`config.mk`:
```
export PLATFORM = sky130hd
export DESIGN_NAME = spi_buffer_baud_event_regs
export DESIGN_NICKNAME = d
export VERILOG_FILES = /design/src/spi_regs_pkg.sv /design/src/spi_buffer_baud_event_regs.sv
export SDC_FILE = /design/constraint.sdc
export NUM_CORES = 1
export LEC_CHECK = 0
export BUFFER_PORTS_ARGS = -buffer_cell sky130_fd_sc_hd__clkbuf_2
export CAP_MARGIN = 40
export CORE_MARGIN = 4
export CORE_UTILIZATION = 48
export CTS_CLUSTER_SIZE = 20
export DETAILED_ROUTE_END_ITERATION = 7
export PLACE_DENSITY_LB_ADDON = 0.08
export SLEW_MARGIN = 25
export SYNTH_ARGS = -nofsm -noshare
export SYNTH_HDL_FRONTEND = slang
export SYNTH_SLANG_ARGS = --single-unit
```
`constraint.sdc`:
```
create_clock -name clk -period 6 [get_ports clk]
set_input_delay 1.8 -clock clk [delete_from_list [all_inputs] [get_ports clk]]
set_output_delay 1.8 -clock clk [all_outputs]
set_load 0.01 [all_outputs]
```
`src/spi_regs_pkg.sv`:
```
package spi_regs_pkg;

	// ---------------------------------------------------------------
	// Register map, byte addresses on the APB word grid
	// ---------------------------------------------------------------
	localparam int ADDR_W = 8;
	localparam logic [ADDR_W-1:0] OFS_DATA_LOW = 8'h00;
	localparam logic [ADDR_W-1:0] OFS_DATA_HIGH = 8'h04;
	localparam logic [ADDR_W-1:0] OFS_BAUD = 8'h08;
	localparam logic [ADDR_W-1:0] OFS_EVT_EN = 8'h0c;
	localparam logic [ADDR_W-1:0] OFS_WM_EN = 8'h10;
	localparam logic [ADDR_W-1:0] OFS_FILL_LOW = 8'h14;

	// ---------------------------------------------------------------
	// Field layouts and reset values
	// ---------------------------------------------------------------
	localparam int BAUD_W = 13;
	localparam logic [BAUD_W-1:0] BAUD_RST = 13'h0000;
	localparam logic [15:0] EVT_IMPL = 16'h19eb;
	localparam int EVT_FRAME = 12;
	localparam int EVT_ACTIVITY = 11;
	localparam int EVT_UNDERRUN = 8;
	localparam int EVT_SHIFT_EMPTY = 7;
	localparam int EVT_OVERFLOW = 6;
	localparam int EVT_RX_EMPTY = 5;
	localparam int EVT_TX_EMPTY = 3;
	localparam int EVT_TX_FULL = 1;
	localparam int EVT_RX_FULL = 0;
	localparam int WM_RX_EN = 15;
	localparam int WM_RX_LSB = 8;
	localparam int WM_TX_EN = 7;
	localparam int WM_TX_LSB = 0;
	localparam int LVL_W = 6;
	localparam logic [15:0] REG_RST = 16'h0000;

	// ---------------------------------------------------------------
	// Word lengths and lane masks
	// ---------------------------------------------------------------
	localparam logic [5:0] LEN_8 = 6'h08;
	localparam logic [5:0] LEN_16 = 6'h10;
	localparam logic [5:0] LEN_24 = 6'h18;
	localparam logic [5:0] LEN_32 = 6'h20;
	localparam logic [1:0] MODE_8 = 2'h0;
	localparam logic [1:0] MODE_16 = 2'h1;
	localparam logic [31:0] LANE_8 = 32'h0000_00ff;
	localparam logic [31:0] LANE_16 = 32'h0000_ffff;
	localparam logic [31:0] LANE_24 = 32'h00ff_ffff;
	localparam logic [31:0] LANE_32 = 32'hffff_ffff;

	// ---------------------------------------------------------------
	// Carriers
	// ---------------------------------------------------------------
	typedef struct packed {
		logic psel;
		logic penable;
		logic pwrite;
		logic [ADDR_W-1:0] paddr;
		logic [31:0] pwdata;
	} apb_req_t;

	typedef struct packed {
		logic frame_error_flag;
		logic activity_flag;
		logic underrun_flag;
		logic shifter_empty_flag;
		logic overflow_flag;
		logic rx_empty_flag;
		logic tx_empty_flag;
		logic tx_full_flag;
		logic rx_full_flag;
	} status_t;

endpackage : spi_regs_pkg

```
`src/spi_buffer_baud_event_regs.sv`:
```
`timescale 1ns/1ps
module spi_buffer_baud_event_regs #(
	parameter int QUEUE_DEPTH = 8
) (
	// Clock and reset
	input wire logic clk,
	input wire logic rst,
	// APB slave
	input wire spi_regs_pkg::apb_req_t apb_req,
	output logic pready,
	output logic pslverr,
	output logic [31:0] prdata,
	// Configuration from the control registers
	input wire logic module_on,
	input wire logic [4:0] variable_word_length,
	input wire logic [1:0] wide_mode,
	input wire logic underrun_fill_en,
	// Status from the shifter and queues
	input wire spi_regs_pkg::status_t status,
	input wire logic [5:0] rx_element_count,
	input wire logic [5:0] tx_element_count,
	// Receive queue head
	input wire logic [31:0] rx_word,
	output logic rx_pop,
	// Transmit queue entry
	input wire logic tx_ready,
	output logic tx_push,
	output logic [31:0] tx_word,
	// Word handed to the shifter
	output logic [31:0] shift_word,
	// Bit clock and interrupt
	output logic baud_clk,
	output logic irq
);
	import spi_regs_pkg::*;

	if (QUEUE_DEPTH != 4 && QUEUE_DEPTH != 8 &&
		QUEUE_DEPTH != 16 && QUEUE_DEPTH != 32) begin : g_bad_depth
		$error("queue depth must be 4, 8, 16 or 32");
	end

	// ---------------------------------------------------------------
	// Helpers
	// ---------------------------------------------------------------
	function automatic logic [5:0] eff_len(input logic [4:0] wl,
		input logic [1:0] md);
		if (wl != 5'h00) begin
			eff_len = {1'b0, wl} + 6'h01;
		end else if (md == MODE_8) begin
			eff_len = LEN_8;
		end else if (md == MODE_16) begin
			eff_len = LEN_16;
		end else begin
			eff_len = LEN_32;
		end
	endfunction : eff_len

	function automatic logic [31:0] lane_mask(input logic [5:0] len);
		if (len <= LEN_8) begin
			lane_mask = LANE_8;
		end else if (len <= LEN_16) begin
			lane_mask = LANE_16;
		end else if (len <= LEN_24) begin
			lane_mask = LANE_24;
		end else begin
			lane_mask = LANE_32;
		end
	endfunction : lane_mask

	function automatic logic [5:0] level_impl(input int depth);
		level_impl = 6'h23;
		if (depth >= 8) begin
			level_impl[2] = 1'b1;
		end
		if (depth >= 16) begin
			level_impl[3] = 1'b1;
		end
		if (depth >= 32) begin
			level_impl[4] = 1'b1;
		end
	endfunction : level_impl

	localparam logic [5:0] LVL_IMPL = level_impl(QUEUE_DEPTH);
	localparam logic [5:0] DEPTH_LVL = 6'(QUEUE_DEPTH);

	// ---------------------------------------------------------------
	// Bus decode
	// ---------------------------------------------------------------
	logic [5:0] cur_len;
	logic [31:0] cur_mask;
	logic setup;
	logic access;
	logic mapped;
	logic done;
	logic wr;
	logic low_stall;

	assign cur_len = eff_len(variable_word_length, wide_mode);
	assign cur_mask = lane_mask(cur_len);
	assign setup = apb_req.psel && !apb_req.penable;
	assign access = apb_req.psel && apb_req.penable;
	assign mapped = apb_req.paddr == OFS_DATA_LOW ||
		apb_req.paddr == OFS_DATA_HIGH || apb_req.paddr == OFS_BAUD ||
		apb_req.paddr == OFS_EVT_EN || apb_req.paddr == OFS_WM_EN ||
		apb_req.paddr == OFS_FILL_LOW;
	// A push into a full transmit queue waits here rather than drop data.
	assign low_stall = access && apb_req.pwrite &&
		apb_req.paddr == OFS_DATA_LOW && !tx_ready;
	assign pready = !low_stall;
	assign pslverr = access && !mapped;
	assign done = access && pready;
	assign wr = done && apb_req.pwrite && mapped;

	// ---------------------------------------------------------------
	// Software registers
	// ---------------------------------------------------------------
	logic [15:0] hi_hold_q;
	logic [BAUD_W-1:0] baud_div_q;
	logic [15:0] evt_en_q;
	logic [15:0] wm_en_q;
	logic [15:0] fill_q;

	always_ff @(posedge clk or posedge rst) begin
		if (rst) begin
			hi_hold_q <= REG_RST;
			baud_div_q <= BAUD_RST;
			evt_en_q <= REG_RST;
			wm_en_q <= REG_RST;
			fill_q <= REG_RST;
		end else if (wr) begin
			case (apb_req.paddr)
				OFS_DATA_HIGH: hi_hold_q <= apb_req.pwdata[15:0];
				OFS_BAUD: baud_div_q <= apb_req.pwdata[BAUD_W-1:0];
				OFS_EVT_EN: evt_en_q <= apb_req.pwdata[15:0] & EVT_IMPL;
				OFS_WM_EN: begin
					wm_en_q <= {apb_req.pwdata[WM_RX_EN], 1'b0,
						apb_req.pwdata[WM_RX_LSB +: LVL_W] & LVL_IMPL,
						apb_req.pwdata[WM_TX_EN], 1'b0,
						apb_req.pwdata[WM_TX_LSB +: LVL_W] & LVL_IMPL};
				end
				OFS_FILL_LOW: fill_q <= apb_req.pwdata[15:0];
				default: fill_q <= fill_q;
			endcase
		end
	end

	// ---------------------------------------------------------------
	// Data window
	// ---------------------------------------------------------------
	// The high half is staged and the word is pushed on the low write,
	// so software writes high first for words longer than 16 bits.
	always_ff @(posedge clk or posedge rst) begin
		if (rst) begin
			tx_word <= '0;
			tx_push <= 1'b0;
		end else begin
			tx_push <= wr && apb_req.paddr == OFS_DATA_LOW;
			if (wr && apb_req.paddr == OFS_DATA_LOW) begin
				tx_word <= {hi_hold_q, apb_req.pwdata[15:0]} & cur_mask;
			end
		end
	end

	always_ff @(posedge clk or posedge rst) begin
		if (rst) begin
			rx_pop <= 1'b0;
		end else begin
			rx_pop <= done && !apb_req.pwrite &&
				apb_req.paddr == OFS_DATA_LOW;
		end
	end

	// ---------------------------------------------------------------
	// Read data, captured in the setup cycle
	// ---------------------------------------------------------------
	logic [31:0] rx_masked;
	assign rx_masked = rx_word & cur_mask;

	always_ff @(posedge clk or posedge rst) begin
		if (rst) begin
			prdata <= '0;
		end else if (setup) begin
			case (apb_req.paddr)
				OFS_DATA_LOW: prdata <= {16'h0000, rx_masked[15:0]};
				OFS_DATA_HIGH: prdata <= {16'h0000, rx_masked[31:16]};
				OFS_BAUD: prdata <= {19'h00000, baud_div_q};
				OFS_EVT_EN: prdata <= {16'h0000, evt_en_q};
				OFS_WM_EN: prdata <= {16'h0000, wm_en_q};
				OFS_FILL_LOW: prdata <= {16'h0000, fill_q};
				default: prdata <= '0;
			endcase
		end
	end

	// ---------------------------------------------------------------
	// Underrun fill
	// ---------------------------------------------------------------
	always_ff @(posedge clk or posedge rst) begin
		if (rst) begin
			shift_word <= '0;
		end else if (underrun_fill_en && status.underrun_flag) begin
			shift_word <= {16'h0000, fill_q} & cur_mask;
		end else begin
			shift_word <= tx_word;
		end
	end

	// ---------------------------------------------------------------
	// Baud generator
	// ---------------------------------------------------------------
	logic [BAUD_W-1:0] baud_cnt_q;

	// half period of divisor plus one
	always_ff @(posedge clk or posedge rst) begin
		if (rst) begin
			baud_cnt_q <= '0;
			baud_clk <= 1'b0;
		end else if (!module_on) begin
			baud_cnt_q <= '0;
			baud_clk <= 1'b0;
		end else if (baud_cnt_q >= baud_div_q) begin
			baud_cnt_q <= '0;
			baud_clk <= !baud_clk;
		end else begin
			baud_cnt_q <= baud_cnt_q + 13'h0001;
		end
	end

	// ---------------------------------------------------------------
	// Events and watermarks
	// ---------------------------------------------------------------
	logic [15:0] evt_src;
	logic [5:0] rx_lvl;
	logic [5:0] tx_lvl;
	logic rx_wm;
	logic tx_wm;

	always_comb begin
		evt_src = '0;
		evt_src[EVT_FRAME] = status.frame_error_flag;
		evt_src[EVT_ACTIVITY] = status.activity_flag;
		evt_src[EVT_UNDERRUN] = status.underrun_flag;
		evt_src[EVT_SHIFT_EMPTY] = status.shifter_empty_flag;
		evt_src[EVT_OVERFLOW] = status.overflow_flag;
		evt_src[EVT_RX_EMPTY] = status.rx_empty_flag;
		evt_src[EVT_TX_EMPTY] = status.tx_empty_flag;
		evt_src[EVT_TX_FULL] = status.tx_full_flag;
		evt_src[EVT_RX_FULL] = status.rx_full_flag;
	end

	assign rx_lvl = wm_en_q[WM_RX_LSB +: LVL_W];
	assign tx_lvl = wm_en_q[WM_TX_LSB +: LVL_W];
	assign rx_wm = wm_en_q[WM_RX_EN] && rx_lvl <= DEPTH_LVL &&
		rx_lvl <= rx_element_count;
	assign tx_wm = wm_en_q[WM_TX_EN] && tx_lvl <= DEPTH_LVL &&
		tx_lvl == tx_element_count;

	always_ff @(posedge clk or posedge rst) begin
		if (rst) begin
			irq <= 1'b0;
		end else begin
			irq <= (|(evt_src & evt_en_q)) || rx_wm || tx_wm;
		end
	end
endmodule : spi_buffer_baud_event_regs

```
Word level (Yosys, flattened, before mapping) --
Cells that the tools add are included.
Cells by class: $mul 0, mux-type cells 12, shift-type cells 0, equality and inequality tests 8, bitwise gates (word level) 4, order comparisons 7, add/sub/neg operators 2, div/mod/pow operators 0, reduce and logical (&&, ||, !) cells 39
Operator list (count):
- 32-bit 2-to-1 mux | 4
- 16-bit case mux with 6 select lines | 1
- 32-bit AND | 2
- 16-bit by 32-bit AND with 32-bit output | 1
- 13-bit 2-to-1 mux | 2
- 6-bit by 4-bit <= comparator with 1-bit output (second input constant) | 3
- 6-bit 2-to-1 mux | 3
- 1-bit logical AND | 17
- 8-bit by 4-bit equality test with 1-bit output (second input constant) | 2
- 8-bit by 5-bit equality test with 1-bit output (second input constant) | 2
- 16-bit OR reduction | 1
- 13-bit by 1-bit adder with 13-bit output (second input constant) | 1
- 13-bit AND | 1
- 13-bit greater-or-equal comparator | 1
- 6-bit by 5-bit <= comparator with 1-bit output (second input constant) | 2
- 2-bit AND reduction | 5
- 8-bit by 3-bit equality test with 1-bit output (second input constant) | 1
- 8-bit logical NOT | 1
- 1-bit logical OR | 7
- 5-bit by 1-bit adder with 6-bit output (second input constant) | 1
- 6-bit equality test | 1
- 6-bit <= comparator | 1
- 1-bit logical NOT | 6
- 5-bit nonzero test | 1
- 4 further kinds | 5
Word-level totals: memories kept 0, register bits after elaboration 177, word-level logic and storage cells 85, latch bits 0, bits in writable memories 0, input bits 108, output and inout port bits 102, bits in read-only memories 0

Depth between registers and ports, before layout --
depth in word-level cells 10, gate-level depth with buffers 8, mapped depth without buffers 7

Least setup slack after synthesis --
No wires, ideal clock.
kind input -> output, start input port apb_req[33] (netlist bit), end output port pready, stages on the path 4, path slack 1.183 ns, path buffers 0, arrival time 3.017 ns, data required time 4.200 ns, cell sequence or3_4 nor2_1 nand3b_1 or3_1
Between the ends: word-level cells in the longest chain between the ends 4
RTL lines:
- start: declaration | line spi_buffer_baud_event_regs.sv:9 | input wire spi_regs_pkg::apb_req_t apb_req,
- 8-bit logical NOT | line spi_buffer_baud_event_regs.sv:108 | apb_req.paddr == OFS_DATA_LOW && !tx_ready;
- 1-bit logical AND | line spi_buffer_baud_event_regs.sv:107 | assign low_stall = access && apb_req.pwrite &&
- 1-bit logical AND | line spi_buffer_baud_event_regs.sv:108
- 1-bit logical NOT | line spi_buffer_baud_event_regs.sv:109 | assign pready = !low_stall;
- end: declaration | line spi_buffer_baud_event_regs.sv:10 | output logic pready,
No other way between the ends.

Worst setup path after layout --
Ends and elaborated chain as after synthesis.

==> results.py <==
metrics = {
    "synthesis": {
        "ys.warnings.count": 0,
        "synth.mux.area_fraction": 0.135,
        "synth.distinct_cells": 63,
        "synth_compound_area_frac": 0.111,
        "synthFlopType": "dfrtp_1",
        "synth_edf_count": 0,
        "synth_top_family_by_area": "multiplexers",
        "synth_fa_ha_area_frac": 0.0331,
        "synth-seq-area-share": 0.532,
        "ys_seq_elements": 161,
        "synth_area_mm2": 0.00757,
        "synth-simple-area-share": 0.127,
        "syn_area_per_cell_um2": 11.7,
        "synthCells": 647,
        "synth_xor_area_frac": 0.0174,
        "async_reset_ff_frac": 1.00,
    },
    "critical_path": {
        "rr_worst_depth": 7,
        "worstSetupEndpointType": "primary output",
        "cp.arrival_ns": 3.44,
        "cp_slowest_cell": "or3_4",
        "regToRegSetupSlack_ns": 4.03,
        "cp-start-kind": "input port",
        "crit_chain": "clkbuf_2 > or3_4 > nor2_1 > nand3b_1 > or3_1 > clkbuf_2",
        "r2r-start": "baud_cnt_q[6]",
        "worst-setup-path-type": "in -> out",
        "crit_path_frequent_cell": "clkbuf_2",
        "regToRegEndpoint": "baud_clk",
        "crit_required_ns": 4.20,
        "critPathMaxFanout": 7,
        "crit_end": "pready",
        "startpoint": "apb_req[33]",
        "slowest_delay_ns": 0.42,
    },
    "die": {
        "die_w_um": 134,
        "die_y_um": 134,
        "die_area_mm2": 0.0178,
        "start_util": 0.494,
        "fp-row-count": 45,
        "core_mm2": 0.0153,
        "ios": 210,
    },
    "grt": {
        "grt_pass1_wl_um": 30800,
        "grt_max_degree": 162,
        "grt_use_total": 0.222,
        "grt_pass1_vias": 5701,
        "grt_overflow": 0,
        "antenna_found_initial": 0,
    },
    "routing": {
        "viasPerCell": 5.40,
        "routed_wl_um": 19300,
        "dr_total_vias": 5676,
        "ant_nets": 0,
        "drc_errors": 0,
        "drt_iter0_drc": 293,
        "drt_first_pass_iters": 7,
        "wl_per_cell_um": 18.3,
    },
    "finish": {
        "antennaDiodeCount": 0,
        "final_common_cell": "clkbuf_2",
        "area_growth_pct": 21.6,
        "nets": 955,
        "drive_gt1_frac": 0.370,
        "final.fill_count": 1311,
        "multi_input_area_mm2": 0.00326,
        "layout_common_cells": "clkbuf_2 (177), dfrtp_1 (161), mux2_2 (79)",
        "final-seq-area_mm2": 0.00403,
    },
    "power": {
        "p_leak_nw": 4.75,
        "p_per_area_mw_per_mm2": 251,
        "peakVddDrop_mv": 0.198,
        "finalPower_mw": 2.31,
    },
    "job": {
        "maxCapViolCount": 0,
    },
    "clocking": {
        "clk_latency_ns": 0.42,
        "hold_buffers": 0,
        "cts_tree": "built",
        "post-cts-setup-buffer-count": 0,
        "clk_pin_slew_ns": 0.06,
        "htreeDepth": 4,
        "cts_root_buf": "clkbuf_16",
        "cts_buffer_depth": 2,
        "cts-resized-gates": 0,
        "clock_sinks": 161,
        "cts_made_buffers": 17,
    },
    "timing": {
        "fmax_ghz": 0.191,
        "hold_ws_ns": 0.488,
        "fin_worst_skew_ns": 0.00558,
        "worst_pin_slew_ns": 0.921,
        "setup_ws_ns": 0.763,
        "tns_ns": 0,
        "report.final.slew_viol_count": 0,
        "setup_viol": 0,
        "hold_viol": 0,
        "min_period_ns": 5.24,
        "grt_setup_unrepaired": "no",
        "timing.slew.headroom": 0.386,
        "period_share": 0.873,
    },
    "run_status": {
        "status": "complete, no violations",
    },
    "place": {
        "place_hpwl_um": 14500,
        "io_buffer_count": 177,
        "place_congestion": 0.858,
        "dp_worst_setup_slack_ns": 0.783,
    },
    "worst_hold_path": {
        "hp-class": "reg -> reg",
    },
}
-- metrics by stage --
| step | utilization | std cells | instance area (um^2) |
|---|---|---|---|
| final | 0.601 | 1051 | 9200 |
| after global routing | 0.601 | 1051 | 9200 |
| after CTS | 0.600 | 1050 | 9190 |
| after detailed placement | 0.563 | 1018 | 8620 |
| after global placement | 0.561 | 1015 | 8590 |
| after floorplan | - | 662 | 7630 |
-- layer usage --
metal  up-vias  GRT usage  share of wire
met5         -          0              0
met4         0     0.0566          0.013
met3        22     0.0566          0.064
met2       211      0.352           0.47
met1      2793      0.307           0.45
li1       2650          -              -
-- worst max-delay path: cells and delay by family --
family | cells | cell delay [ns]
buf+inv | 2 | 0.22
simple gates | 4 | 1.41
-- registers in the layout, indices dropped and copies added, names as in the netlist, 9 cells and up --
signal and count:
prdata 16, shift_word 32, tx_word 32, evt_en_q 9, baud_cnt_q 13, baud_div_q 13
wm_en_q 10, hi_hold_q 16, fill_q 16
-- synthesized netlist by cell type (4+ instances only) --
cell      count  share of area
a221o_1      13          0.017
mux2i_1      13          0.017
nor2b_1       6         0.0050
nand2b_1      4         0.0033
and3_1        5         0.0041
nand4_1       5         0.0041
xor2_1       11          0.013
nand2_1      61          0.030
and2_1       17          0.014
nand3_1      20          0.013
ha_1         20          0.033
inv_1        27          0.013
xnor2_1       4         0.0046
a22o_1       25          0.029
buf_2         7         0.0046
dfrtp_1     161           0.53
a31oi_1       4         0.0033
mux2_2       79           0.12
o21ai_0      29          0.019
nor3_1        7         0.0046
nor2_1       30          0.015
a22oi_1       7         0.0069
buf_4        16          0.016
a21oi_1       5         0.0033
clkbuf_1     12         0.0060
-- how the worst min path moves through the flow --
stage / start / end / slack [ns] / cells after the start
2_1_floorplan: fill_q[0] / shift_word[0] / 0.45 / 2
3_3_place_gp: hi_hold_q[1] / tx_word[17] / 0.47 / 1
3_5_place_dp: hi_hold_q[3] / tx_word[19] / 0.47 / 1
4_1_cts: hi_hold_q[3] / tx_word[19] / 0.49 / 1
5_1_grt: hi_hold_q[9] / tx_word[25] / 0.50 / 1
6_report: hi_hold_q[2] / tx_word[18] / 0.49 / 1
-- final cells by class --
cell class | count | share of cell area
repair buffers | 186 | 0.106
multi-input cells | 434 | 0.354
inverters | 27 | 0.0114
clock inverters | 8 | 0.0114
clock buffers | 24 | 0.0502
flip-flops and latches | 161 | 0.438
well taps | 211 | 0.0287
-- power breakdown --
| group | total (mW) | switching (mW) | leakage (nW) | internal [mW] |
|---|---|---|---|---|
| logic | 0.159 | 0.102 | 2.25 | 0.0569 |
| registers | 1.10 | 0.00838 | 2.23 | 1.10 |
| clock network | 1.05 | 0.423 | 0.265 | 0.625 |
| total | 2.31 | 0.533 | 4.75 | 1.78 |
-- kinds of logic after synthesis --
logic type	count (synthesis)
AO/OA/AOI/OAI	110
XOR/XNOR	15
adder cells (fa/ha/maj)	20
buffers and inverters	67
flip-flops	161
multiplexers	92
other	1
AND/OR/NAND/NOR	181
Power figures use the tool's default switching activity.
